--- config.mk ---
export PLATFORM = sky130hd
export DESIGN_NAME = blinds_pushbutton_input
export DESIGN_NICKNAME = d
export VERILOG_FILES = /design/src/rtl/blinds_pushbutton_input.v /design/src/rtl/ms_timer.v
export VERILOG_INCLUDE_DIRS = /design/src /design/src/rtl
export SDC_FILE = /design/constraint.sdc
export NUM_CORES = 1
export LEC_CHECK = 0
export ABC_CLOCK_PERIOD_IN_PS = 4800
export BUFFER_PORTS_ARGS = -buffer_cell sky130_fd_sc_hd__clkbuf_2
export CELL_PAD_IN_SITES_DETAIL_PLACEMENT = 0
export CELL_PAD_IN_SITES_GLOBAL_PLACEMENT = 1
export CORE_MARGIN = 2
export CORE_UTILIZATION = 35
export CTS_CLUSTER_SIZE = 14
export DETAILED_ROUTE_END_ITERATION = 16
export GPL_TIMING_DRIVEN = 0
export PLACE_DENSITY_LB_ADDON = 0.2
export SYNTH_ARGS = -nofsm -noshare
export SYNTH_HDL_FRONTEND = slang
export SYNTH_HIERARCHICAL = 1
export SYNTH_SLANG_ARGS = --single-unit
--- constraint.sdc ---
create_clock -name aclk -period 4.8 [get_ports aclk]
set_input_delay 1.2 -clock aclk [delete_from_list [all_inputs] [get_ports aclk]]
set_output_delay 1.2 -clock aclk [all_outputs]
set_load 0.02 [all_outputs]
--- src/rtl/blinds_regs.vh ---
// Constants for the blinds push-button input channel: register offsets,
// configuration field positions, reset values and timing figures.
// Assumes a 40 MHz system clock and an AXI4-Lite register port.

`ifndef BLINDS_REGS_VH
`define BLINDS_REGS_VH

`define CLK_PERIOD_NS 25
`define MS_NS 1000000
// Clock cycles in one millisecond at 40 MHz.
`define MS_CYCLES 16'h9C40

`define REG_CFG 2'h0
`define REG_STATUS 2'h1
`define REG_CTRL 2'h2
`define CFG_RESET 32'h00000008

`define CFG_ACTIVE 0
`define CFG_FUNC_LO 1
`define CFG_FUNC_HI 2
`define CFG_DEB_LO 3
`define CFG_DEB_HI 5
`define CFG_LONG_LO 6
`define CFG_LONG_HI 8
`define CFG_DC_EN 9
`define CFG_DC_LO 10
`define CFG_DC_HI 12
`define CFG_BLK_EN 13
`define CFG_BLK_INV 14
`define CFG_OP_LO 15
`define CFG_OP_HI 16
`define CFG_STOP_REL 17
`define CFG_RST_LO 18
`define CFG_RST_HI 21
`define CFG_BSET_LO 22
`define CFG_BSET_HI 23
`define CFG_BCLR_LO 24
`define CFG_BCLR_HI 25
`define CFG_DCA_LO 26
`define CFG_DCA_HI 27

`define FUNC_BLINDS 2'h3
`define OP_ONE 2'h0
`define OP_DOWN 2'h1
`define OP_UP 2'h2
`define BSET_IGNORE 2'h0
`define ACT_UP 2'h1
`define ACT_DOWN 2'h2
`define ACT_LOWER 2'h3

`define DEB_30_MS 14'h001E
`define DEB_50_MS 14'h0032
`define DEB_80_MS 14'h0050
`define DEB_100_MS 14'h0064
`define DEB_200_MS 14'h00C8
`define DEB_1_S 14'h03E8
`define DEB_5_S 14'h1388
`define DEB_10_S 14'h2710
`define WIN_BASE_MS 14'h012C
`define WIN_STEP_MS 14'h0064
`define RST_5_S 14'h1388
`define RST_10_S 14'h2710
`define RST_15_S 14'h3A98

`endif

--- src/rtl/blinds_pushbutton_input.v ---
// Blinds push-button input channel with an AXI4-Lite register port.
// Assumes contact and block telegram inputs are synchronous to aclk.
//
// Added by the designer: the register addresses and the AXI4-Lite register port.
`timescale 1ns/1ps
`include "blinds_regs.vh"
module blinds_pushbutton_input #(
  parameter [15:0] TICK_CYCLES = `MS_CYCLES
) (
  // Clock and reset
  input wire aclk,
  input wire aresetn,
  // AXI4-Lite write address and data
  input wire awvalid,
  output reg awready,
  input wire [3:0] awaddr,
  input wire wvalid,
  output reg wready,
  input wire [31:0] wdata,
  input wire [3:0] wstrb,
  // AXI4-Lite write response
  output reg bvalid,
  input wire bready,
  output reg [1:0] bresp,
  // AXI4-Lite read
  input wire arvalid,
  output reg arready,
  input wire [3:0] araddr,
  output reg rvalid,
  input wire rready,
  output reg [31:0] rdata,
  output reg [1:0] rresp,
  // Contact and received block telegram
  input wire contact,
  input wire block_valid,
  input wire block_value,
  // Outgoing telegrams
  output reg step_valid,
  output reg step_dir,
  output reg move_valid,
  output reg move_dir
);
  localparam [2:0] S_IDLE = 3'h0;
  localparam [2:0] S_PRESS = 3'h1;
  localparam [2:0] S_LONG = 3'h2;
  localparam [2:0] S_WAIT = 3'h3;
  localparam [2:0] S_HOLD = 3'h4;

  reg [31:0] cfg;
  reg [15:0] tick_cnt;
  reg tick;
  reg stable;
  reg blocked;
  reg moving;
  reg last_dir;
  reg restore_pend;
  reg [2:0] st;
  reg [2:0] next_st;
  reg aw_full;
  reg w_full;
  reg [3:0] aw_q;
  reg [31:0] w_q;
  reg [3:0] strb_q;
  wire [13:0] db_cnt;
  wire [13:0] pr_cnt;
  wire [13:0] win_cnt;
  wire [13:0] rs_cnt;
  wire do_wr;
  wire restart;
  wire [31:0] mask;
  wire enabled;
  wire [1:0] op;
  wire stop_rel;

  function [13:0] deb_ms;
    input [2:0] sel;
    begin
      case (sel)
        3'h0: deb_ms = `DEB_30_MS;
        3'h1: deb_ms = `DEB_50_MS;
        3'h2: deb_ms = `DEB_80_MS;
        3'h3: deb_ms = `DEB_100_MS;
        3'h4: deb_ms = `DEB_200_MS;
        3'h5: deb_ms = `DEB_1_S;
        3'h6: deb_ms = `DEB_5_S;
        default: deb_ms = `DEB_10_S;
      endcase
    end
  endfunction

  // Both press thresholds run from 300 ms to 1 s in 100 ms steps.
  function [13:0] win_ms;
    input [2:0] sel;
    begin
      win_ms = `WIN_BASE_MS + ({11'h000, sel} * `WIN_STEP_MS);
    end
  endfunction

  function [13:0] rst_ms;
    input [3:0] sel;
    begin
      case (sel)
        4'h3, 4'h6: rst_ms = `RST_5_S;
        4'h4, 4'h7: rst_ms = `RST_10_S;
        4'h5, 4'h8: rst_ms = `RST_15_S;
        default: rst_ms = 14'h0000;
      endcase
    end
  endfunction

  assign enabled = cfg[`CFG_ACTIVE] &&
    cfg[`CFG_FUNC_HI:`CFG_FUNC_LO] == `FUNC_BLINDS;
  assign op = cfg[`CFG_OP_HI:`CFG_OP_LO];
  assign stop_rel = cfg[`CFG_STOP_REL];

  // Millisecond time base shared by all timers.
  always @(posedge aclk) begin
    if (!aresetn) begin
      tick_cnt <= 16'h0000;
      tick <= 1'b0;
    end else if (tick_cnt == TICK_CYCLES - 16'h0001) begin
      tick_cnt <= 16'h0000;
      tick <= 1'b1;
    end else begin
      tick_cnt <= tick_cnt + 16'h0001;
      tick <= 1'b0;
    end
  end

  ms_timer u_db (
    .aclk(aclk),
    .aresetn(aresetn),
    .tick(tick),
    .clear(contact == stable),
    .count(db_cnt)
  );
  ms_timer u_press (
    .aclk(aclk),
    .aresetn(aresetn),
    .tick(tick),
    .clear(st != S_PRESS),
    .count(pr_cnt)
  );
  ms_timer u_win (
    .aclk(aclk),
    .aresetn(aresetn),
    .tick(tick),
    .clear(st != S_WAIT),
    .count(win_cnt)
  );
  ms_timer u_rst (
    .aclk(aclk),
    .aresetn(aresetn),
    .tick(tick),
    .clear(restart),
    .count(rs_cnt)
  );

  always @(posedge aclk) begin
    if (!aresetn) begin
      stable <= 1'b0;
    end else if (contact != stable &&
                 db_cnt >= deb_ms(cfg[`CFG_DEB_HI:`CFG_DEB_LO])) begin
      stable <= contact;
    end
  end

  // Block handling: polarity, enable and the set and cancel edges.
  reg next_blocked;
  reg blk_set;
  reg blk_clr;
  always @* begin
    next_blocked = blocked;
    if (!cfg[`CFG_BLK_EN] ||
        cfg[`CFG_BSET_HI:`CFG_BSET_LO] == `BSET_IGNORE) begin
      next_blocked = 1'b0;
    end else if (block_valid) begin
      next_blocked = block_value ^ cfg[`CFG_BLK_INV];
    end
    blk_set = next_blocked && !blocked;
    blk_clr = !next_blocked && blocked && cfg[`CFG_BLK_EN];
  end

  wire [3:0] rst_sel = cfg[`CFG_RST_HI:`CFG_RST_LO];
  wire rst_fire = restore_pend &&
    rs_cnt >= rst_ms(rst_sel);
  wire rst_up = rst_sel == 4'h1 || rst_sel == 4'h3 ||
    rst_sel == 4'h4 || rst_sel == 4'h5;
  wire rst_dn = rst_sel == 4'h2 || rst_sel == 4'h6 ||
    rst_sel == 4'h7 || rst_sel == 4'h8;

  // Press state machine and telegram selection.
  reg ev_valid;
  reg ev_move;
  reg ev_dir;
  reg next_moving;
  reg next_last;
  reg short_dir;
  reg [1:0] act;
  always @* begin
    next_st = st;
    ev_valid = 1'b0;
    ev_move = 1'b0;
    ev_dir = 1'b0;
    next_moving = moving;
    next_last = last_dir;
    act = 2'h0;
    case (op)
      `OP_DOWN: short_dir = 1'b1;
      `OP_UP: short_dir = 1'b0;
      default: short_dir = !last_dir;
    endcase
    case (st)
      S_IDLE: begin
        if (stable) begin
          next_st = S_PRESS;
        end
      end
      S_PRESS: begin
        if (!stable) begin
          if (cfg[`CFG_DC_EN]) begin
            next_st = S_WAIT;
          end else begin
            next_st = S_IDLE;
            ev_valid = 1'b1;
          end
        end else if (pr_cnt >= win_ms(cfg[`CFG_LONG_HI:`CFG_LONG_LO])) begin
          next_st = S_LONG;
          ev_valid = 1'b1;
          ev_move = 1'b1;
        end
      end
      S_LONG: begin
        if (!stable) begin
          next_st = S_IDLE;
          if (stop_rel && moving) begin
            ev_valid = 1'b1;
            ev_dir = last_dir;
            next_moving = 1'b0;
          end
        end
      end
      S_WAIT: begin
        if (stable) begin
          next_st = S_HOLD;
          act = cfg[`CFG_DCA_HI:`CFG_DCA_LO];
        end else if (win_cnt >= win_ms(cfg[`CFG_DC_HI:`CFG_DC_LO])) begin
          next_st = S_IDLE;
          ev_valid = 1'b1;
        end
      end
      S_HOLD: begin
        if (!stable) begin
          next_st = S_IDLE;
        end
      end
      default: next_st = S_IDLE;
    endcase
    // A short press either steps or, while moving with stop_rel clear, stops the movement.
    if (ev_valid && !ev_move && !(st == S_LONG)) begin
      if (moving && !stop_rel) begin
        ev_dir = last_dir;
        next_moving = 1'b0;
      end else begin
        ev_dir = short_dir;
        next_last = short_dir;
      end
    end
    if (ev_move) begin
      ev_dir = short_dir;
      next_last = short_dir;
      next_moving = 1'b1;
    end
    if (!enabled || blocked) begin
      next_st = S_IDLE;
      ev_valid = 1'b0;
      ev_move = 1'b0;
      next_moving = moving;
      next_last = last_dir;
      act = 2'h0;
    end
    // Block edges and restoration outrank press telegrams.
    if (blk_set) begin
      // Set codes: 2 raises, 3 lowers, anything else sends nothing.
      case (cfg[`CFG_BSET_HI:`CFG_BSET_LO])
        2'h2: act = `ACT_UP;
        2'h3: act = `ACT_DOWN;
        default: act = 2'h0;
      endcase
    end else if (blk_clr) begin
      act = cfg[`CFG_BCLR_HI:`CFG_BCLR_LO];
    end else if (rst_fire) begin
      act = rst_up ? `ACT_UP : (rst_dn ? `ACT_DOWN : 2'h0);
    end
    if ((blk_set || blk_clr || rst_fire) && !enabled) begin
      act = 2'h0;
    end
    if (act == `ACT_UP || act == `ACT_DOWN) begin
      ev_valid = 1'b1;
      ev_move = 1'b1;
      ev_dir = act == `ACT_DOWN;
      next_last = act == `ACT_DOWN;
      next_moving = 1'b1;
    end else if (blk_set || blk_clr || rst_fire) begin
      ev_valid = 1'b0;
    end
  end

  always @(posedge aclk) begin
    if (!aresetn) begin
      st <= S_IDLE;
      blocked <= 1'b0;
      moving <= 1'b0;
      last_dir <= 1'b0;
      restore_pend <= 1'b1;
      step_valid <= 1'b0;
      step_dir <= 1'b0;
      move_valid <= 1'b0;
      move_dir <= 1'b0;
    end else begin
      st <= next_st;
      blocked <= next_blocked;
      moving <= next_moving;
      last_dir <= next_last;
      if (restart) begin
        restore_pend <= 1'b1;
      end else if (rst_fire) begin
        restore_pend <= 1'b0;
      end
      step_valid <= ev_valid && !ev_move;
      move_valid <= ev_valid && ev_move;
      if (ev_valid && !ev_move) begin
        step_dir <= ev_dir;
      end
      if (ev_valid && ev_move) begin
        move_dir <= ev_dir;
      end
    end
  end

  // AXI4-Lite slave; address and data are taken in either order.
  assign do_wr = aw_full && w_full && !bvalid;
  assign restart = do_wr && aw_q[3:2] == `REG_CTRL &&
    strb_q[0] && w_q[0];
  assign mask = {{8{strb_q[3]}}, {8{strb_q[2]}},
    {8{strb_q[1]}}, {8{strb_q[0]}}};

  always @(posedge aclk) begin
    if (!aresetn) begin
      awready <= 1'b0;
      wready <= 1'b0;
      aw_full <= 1'b0;
      w_full <= 1'b0;
      aw_q <= 4'h0;
      w_q <= 32'h00000000;
      strb_q <= 4'h0;
      bvalid <= 1'b0;
      bresp <= 2'h0;
      cfg <= `CFG_RESET;
    end else begin
      if (awvalid && awready) begin
        aw_full <= 1'b1;
        aw_q <= awaddr;
        awready <= 1'b0;
      end else if (!aw_full && !do_wr) begin
        awready <= 1'b1;
      end
      if (wvalid && wready) begin
        w_full <= 1'b1;
        w_q <= wdata;
        strb_q <= wstrb;
        wready <= 1'b0;
      end else if (!w_full && !do_wr) begin
        wready <= 1'b1;
      end
      if (do_wr) begin
        aw_full <= 1'b0;
        w_full <= 1'b0;
        bvalid <= 1'b1;
        bresp <= aw_q[3:2] == 2'h3 ? 2'h2 : 2'h0;
        if (aw_q[3:2] == `REG_CFG) begin
          cfg <= (cfg & ~mask) | (w_q & mask);
        end
      end else if (bvalid && bready) begin
        bvalid <= 1'b0;
      end
    end
  end

  always @(posedge aclk) begin
    if (!aresetn) begin
      arready <= 1'b0;
      rvalid <= 1'b0;
      rdata <= 32'h00000000;
      rresp <= 2'h0;
    end else if (arvalid && arready) begin
      arready <= 1'b0;
      rvalid <= 1'b1;
      rresp <= araddr[3:2] == 2'h3 ? 2'h2 : 2'h0;
      case (araddr[3:2])
        `REG_CFG: rdata <= cfg;
        `REG_STATUS: rdata <= {24'h000000, st, last_dir,
          restore_pend, moving, blocked, stable};
        default: rdata <= 32'h00000000;
      endcase
    end else if (rvalid && rready) begin
      rvalid <= 1'b0;
      arready <= 1'b1;
    end else if (!rvalid) begin
      arready <= 1'b1;
    end
  end
endmodule

--- src/rtl/ms_timer.v ---
// Saturating millisecond counter used for every timed decision.
// Assumes tick is a one-cycle pulse once per millisecond.
`timescale 1ns/1ps
module ms_timer (
  // Clock and reset
  input wire aclk,
  input wire aresetn,
  // Control
  input wire tick,
  input wire clear,
  // Elapsed milliseconds
  output reg [13:0] count
);
  always @(posedge aclk) begin
    if (!aresetn || clear) begin
      count <= 14'h0000;
    end else if (tick && count != 14'h3FFF) begin
      count <= count + 14'h0001;
    end
  end
endmodule

==> results of run 1 <==
area by class of cell:
type,count,area share
clock inverter,14,0.0163
timing repair buffer,92,0.0400
multi-input combinational,899,0.493
sequential,196,0.341
buffer,44,0.0162
clock buffer,18,0.0382
tap,378,0.0411
inverter,42,0.0137
Yosys cell counts (all sizes together) (2+ instances only):
| cell | instances |
|---|---|
| a21oi | 134 |
| xnor2 | 15 |
| nor4 | 17 |
| or3 | 8 |
| o31ai | 22 |
| nand2 | 192 |
| a211oi | 15 |
| o41ai | 6 |
| a21o | 9 |
| or4b | 2 |
| o21ai | 34 |
| o21a | 7 |
| inv | 42 |
| nor2 | 69 |
| o211ai | 7 |
| o22ai | 2 |
| nor2b | 14 |
| xor2 | 14 |
| mux2 | 7 |
| nand3 | 65 |
| ha | 64 |
| a21boi | 2 |
| nor3 | 17 |
| nor4b | 2 |
| clkbuf | 40 |
| a22oi | 8 |
| nand2b | 16 |
| nand4 | 24 |
| nand4b | 2 |
| or4 | 27 |
| and3 | 8 |
| dfxtp | 196 |
| a31oi | 14 |
| buf | 4 |
| a22o | 24 |
| mux2i | 14 |
| o311ai | 4 |
| or2 | 4 |
| and4 | 4 |
| and2 | 10 |
final timing paths:
path                                 end  slack (ns)  cells past startpoint
worst max-delay path            step_dir        0.62                     17
worst min-delay path            register        0.46                      2
worst max register to register  step_dir        0.62                     17
worst min register to register  register        0.46                      2
logic make-up after synthesis:
logic type               count (synthesis)
AND/OR/NAND/NOR                        485
flip-flops                             196
XOR/XNOR                                29
adder cells (fa/ha/maj)                 64
buffers and inverters                   86
other                                    1
AO/OA/AOI/OAI                          298
multiplexers                            21
worst reg2reg max path: cells and delay by family (launching register included):
kind,cells,cell delay [ns]
and+or+nand+nor,3,0.98
xor gates and xnor gates,1,0.13
DFF,1,0.31
buffers and inverters,3,0.53
muxes,1,0.15
adders and majority gates,2,0.63
AOI/OAI and AO/OA,7,1.33
stage by stage:
stage	std cells	utilization	power, mW	setup WS (ns)	instance area [um2]
global route	1683	0.413	3.43	0.209	11500
finish	1683	0.413	3.31	0.619	11500
CTS	1683	0.413	3.36	0.630	11500
global placement	1651	0.391	1.84	0.654	10900
detailed placement	1651	0.391	1.84	0.673	10900
floorplan	1181	-	1.78	1.26	9950
power groups by stage:
stage               Clock [mW]  Combinational (mW)  Sequential (mW)
detailed placement           0               0.135             1.70
global placement             0               0.135             1.70
global route              1.62               0.150             1.67
finish                    1.52               0.133             1.66
CTS                       1.56               0.136             1.66
floorplan                    0              0.0753             1.70
metal layers:
layer,share of wire,vias to the layer above
met4,0.018,0
met2,0.44,124
met5,0,-
met3,0.025,23
li1,-,4512
met1,0.52,3974
==> key figures, run 1 <==
Floorplanning
  • Chip Height: 173 um
  • Initial core utilization: 0.357
  • Num ports: 99
  • Row count: 61
  • Die span in x: 173 um
  • Die area: 29,800 um2
  • CORE AREA: 27,900 um2

Drt
  • Routed WL: 26,100 um
  • # DRC: 0
  • Routed via count: 8,633
  • Drt pass-1 iters: 7
  • Iteration-0 DRC count of the detailed router: 409
  • Vias per Instance: 5.13
  • Detail Route Antenna Nets: 0
  • Routed wire length per instance: 15.5 um

Cells and area
  • Highest-count cells in the layout ignoring fill and taps: 196 x dfxtp_1, 188 x nand2_1, 133 x a21oi_1, 92 x clkbuf_2, 69 x nor2_1
  • Multi-input gate area: 5680 um2
  • Most common cell after layout, fill and taps aside: dfxtp_1
  • Ratio of cells with drive above 1 in the final layout: 0.130
  • Final net count: 1,410
  • Area grow syn2layout: 15.7%
  • Number of antenna cells inserted: 0
  • Register area: 3920 um2
  • Fill cell count: 2,870

Flow run
  • Max-cap violations: 0

Clock network
  • Clk slew on worst S/H paths: 0.08 ns
  • H-tree depth: 4
  • CTS tree: done
  • Post-cts sizing count: 0
  • Hold buffer count at cts: 0
  • CTS buffer count: 17
  • Clk buf depth: 2
  • Clock Sinks: 196
  • Clk root buf: clkbuf_16
  • Setup Buffers After CTS: 0
  • Worst skew pair latency: 0.45 ns

STA
  • Worst slew pin tran: 0.996 ns
  • Max Fclk: 0.239 GHz
  • Final Skew: 0.0166 ns
  • Worst hold margin: 0.458 ns
  • Total Neg Setup Slack: 0 ns
  • Slew HR: 0.331
  • Final Critical Period: 4.18 ns
  • Final hold vios: 0
  • Final Slew Violations: 0
  • RSZ-0062 raised after global routing: false
  • Finish-stage setup viols: 0
  • Final period utilization: 0.871

Power and ir drop
  • IR Drop Worst-Case VDD: 0.174 mV
  • Power Density: 288 nW/um2
  • Clock power share: 0.458
  • Leak: 4.39 nW
  • Flop pwr share: 0.502
  • Sw Ratio: 0.266
  • Psw: 0.882 mW
  • Internal: 2.43 mW
  • Comb power frac: 0.040

Global route
  • Largest net degree at the start of global routing: 25
  • Grt ovf: 0
  • Met2 usage in global routing: 0.267
  • Met1 Use GR: 0.249
  • All-Layer GR Usage: 0.173
  • First-pass GRT wire length: 42,100 um
  • Gr busiest metal: met2
  • Met3 Resource Use GR: 0.0264
  • Initial antenna violation count: 0
  • Number of global-route vias before repair: 7,845

Logic synthesis
  • Number of synthesized flops with an enable pin: 0
  • Post-synthesis average cell area: 8.43 um2
  • Yosys reg bits: 196
  • Synth area leader: dfxtp_1
  • Sequential area share after synthesis: 0.395
  • Simple-Gate Fraction of Synth Area: 0.255
  • Fraction of the mapped netlist area in adder cells: 0.0805
  • Mapped Area: 9940 um2
  • Synth Area in Compound Gates: 0.187
  • Netlist cell types: 69
  • Gate count of the mapped netlist: 1,180
  • Synth top area share: 0.395
  • Largest family of logic cells by synthesized area: simple AND/OR/NAND/NOR gates
  • Top FF cell, synth: dfxtp_1
  • Synth top area cells: dfxtp_1 39%, ha_1 8.1%, nand2_1 7.1%
  • Asr flop ratio synth: 0
  • XOR/XNOR Fraction of Synth Area: 0.0255
  • Post-synthesis mux area share: 0.0220
  • YS warnings: 6

Setup path
  • CP Max Fanout: 10
  • Buf/Inv on CP: 3
  • Crit-path slowest cell: or4b_1
  • Worst path cell trace: clkbuf_1 -> xor2_1 -> a21oi_1 -> o32a_1 -> inv_1 -> ha_1 -> or4b_1 -> a21boi_1 -> o41ai_1 -> a21oi_1 -> nor4b_1 -> o31ai_1 -> ha_1 -> inv_1 -> nor3_1 -> o211ai_1 -> mux2i_1
  • Critical path arrival: 4.51 ns
  • Worst Setup Start Kind: register
  • Class of the most critical setup path: register to register
  • CP peak stage delay: 0.46 ns
  • Critical Path RT: 5.12 ns
  • Crit-path leading delay family: compound AO/OA/AOI/OAI gates
  • Critical path endpoint category: register

Place
  • Post-DP HPWL: 19,800 um
  • Gpl congestion: 0.810
  • I/O Buffers: 92

Worst hold path
  • HP Class: register to register

Run status
  • Status: finished clean
No activity file was read; power rests on OpenSTA's default activity.
==> run 2, diff against run 1 <==
--- a/config.mk
+++ b/config.mk
@@ -6,15 +6,13 @@
 export SDC_FILE = /design/constraint.sdc
 export NUM_CORES = 1
 export LEC_CHECK = 0
-export ABC_CLOCK_PERIOD_IN_PS = 4800
 export BUFFER_PORTS_ARGS = -buffer_cell sky130_fd_sc_hd__clkbuf_2
-export CELL_PAD_IN_SITES_DETAIL_PLACEMENT = 0
-export CELL_PAD_IN_SITES_GLOBAL_PLACEMENT = 1
+export CELL_PAD_IN_SITES_DETAIL_PLACEMENT = 2
+export CELL_PAD_IN_SITES_GLOBAL_PLACEMENT = 2
 export CORE_MARGIN = 2
 export CORE_UTILIZATION = 35
 export CTS_CLUSTER_SIZE = 14
 export DETAILED_ROUTE_END_ITERATION = 16
-export GPL_TIMING_DRIVEN = 0
 export PLACE_DENSITY_LB_ADDON = 0.2
 export SYNTH_ARGS = -nofsm -noshare
 export SYNTH_HDL_FRONTEND = slang
==> run 2 against run 1 <==
Sequential power about the same. Clock-buffer cell count is the same. Wire length rose by 15%. Final cell count shrank 2.1%. Combinational power shrank 7%. Worst setup slack gained 0.10 ns. Clock skew is 0.0099 ns higher.
==> key figures, run 2 (synthesis gave the netlist of run 1 again) <==
Clock network
  • Hold buffer count at cts: 0
  • Clk slew on worst S/H paths: 0.09 ns
  • H-tree depth: 4
  • CTS tree: done
  • Setup Buffers After CTS: 0
  • Clk buf depth: 2
  • Clock Sinks: 196
  • Post-cts sizing count: 0
  • CTS buffer count: 17
  • Worst skew pair latency: 0.46 ns
  • Clk root buf: clkbuf_16

Power and ir drop
  • Power Total: 3.32 mW
  • Flop pwr share: 0.502
  • Leak: 4.37 nW
  • Internal: 2.42 mW
  • Psw: 0.894 mW
  • IR Drop Worst-Case VDD: 0.200 mV
  • Sw Ratio: 0.269
  • Power Density: 291 nW/um2
  • Comb power frac: 0.037
  • Clock power share: 0.460

STA
  • Total Neg Setup Slack: 0 ns
  • RSZ-0062 raised after global routing: false
  • Finish-stage setup viols: 0
  • Final period utilization: 0.849
  • Final Skew: 0.0266 ns
  • Max Fclk: 0.245 GHz
  • Final hold vios: 0
  • Worst slew pin tran: 1.10 ns
  • Final Critical Period: 4.08 ns
  • Slew HR: 0.264
  • Final Slew Violations: 0

Place
  • Dpl cells: 1,616
  • Gpl congestion: 0.755
  • I/O Buffers: 92
  • Post-DP HPWL: 21,700 um

Floorplanning
  • Initial core utilization: 0.357
  • Die span in x: 173 um
  • Chip Height: 173 um
  • CORE AREA: 27,900 um2
  • Die area: 29,800 um2
  • Row count: 61
  • Num ports: 99

Drt
  • Wire length on met3: 708 um
  • Drt pass-1 iters: 4
  • Detail Route Antenna Nets: 0
  • Iteration-0 DRC count of the detailed router: 360
  • Metal2 WL: 14,400 um
  • Routed wire length per instance: 18.1 um
  • Vias per Instance: 5.45
  • Uppermost layer routed: met4
  • Routed WL: 29,900 um
  • Routed via count: 8,982
  • # DRC: 0
  • Wl on met1: 14,400 um

Setup path
  • Worst Setup Start Kind: register
  • Class of the most critical setup path: register to register
  • Critical path endpoint category: register
  • Critical path arrival: 4.40 ns
  • CP Max Fanout: 10
  • Critical Path RT: 5.12 ns

Global route
  • First-pass GRT wire length: 50,200 um
  • Grt ovf: 0
  • All-Layer GR Usage: 0.204
  • Initial antenna violation count: 0
  • Number of global-route vias before repair: 9,406
  • Largest net degree at the start of global routing: 39

Cells and area
  • Most common cell after layout, fill and taps aside: dfxtp_1
  • Final net count: 1,375
  • Ratio of cells with drive above 1 in the final layout: 0.139
  • Number of antenna cells inserted: 0
  • Final std cells w/o fill: 1,648
  • Highest-count cells in the layout ignoring fill and taps: 196 x dfxtp_1, 188 x nand2_1, 132 x a21oi_1, 92 x clkbuf_2, 69 x nor2_1
  • Area grow syn2layout: 14.7%

Run status
  • Status: finished clean

Worst hold path
  • HP Class: register to register

Flow run
  • Max-cap violations: 0
==> run 2: cell type report <==
type                       count  area, um2
clock buffer                  18        439
clock inverter                14        188
multi-input combinational    899       5690
tap                          378        473
fill                        3152      16500
sequential                   196       3920
inverter                      42        158
timing repair buffer         101        528
==> run 2: worst max-delay path: stages (launching register included) <==
cell and delay, ns:
dfxtp_1 0.58, xor2_1 0.12, a21oi_1 0.18, o32a_1 0.28, inv_1 0.07, ha_1 0.26, or4b_1 0.43, a21boi_1 0.19
o41ai_1 0.12, a21oi_1 0.31, nor4b_1 0.29, o31ai_1 0.13, ha_1 0.35, inv_1 0.09, nor3_1 0.23, o211ai_1 0.17
mux2i_1 0.15
==> run 2: through the flow <==
stage          hold slack [ns]  area [um2]  worst slack, ns   util
6_report                 0.460       11400            0.723  0.409
3_5_place_dp             0.454       10800            0.801  0.387
5_1_grt                  0.482       11400            0.345  0.409
3_3_place_gp             0.445       10800            0.874  0.387
4_1_cts                  0.467       11400            0.699  0.409
2_1_floorplan            0.426        9950             1.26      -
==> run 2: routing by layer <==
| layer | vias up | global-route usage |
|---|---|---|
| met4 | 0 | 0.0559 |
| met1 | 4418 | 0.272 |
| met3 | 31 | 0.0246 |
| li1 | 4420 | - |
| met2 | 113 | 0.348 |
| met5 | - | 0 |
==> run 2: power by group through the flow <==
| stage | Sequential, mW | Combinational (mW) | Clock [mW] |
|---|---|---|---|
| finish | 1.67 | 0.124 | 1.53 |
| global route | 1.67 | 0.142 | 1.63 |
| CTS | 1.67 | 0.127 | 1.57 |
| detailed placement | 1.71 | 0.126 | 0 |
| global placement | 1.70 | 0.123 | 0 |
| floorplan | 1.70 | 0.0753 | 0 |
==> run 2: worst paths after layout <==
check | startpoint | to | slack [ns] | cells after the start
max | register | step_dir | 0.72 | 16
min reg2reg | w_q[25] | w_q[25] | 0.46 | 2
min | w_q[25] | w_q[25] | 0.46 | 2
max reg2reg | register | step_dir | 0.72 | 16
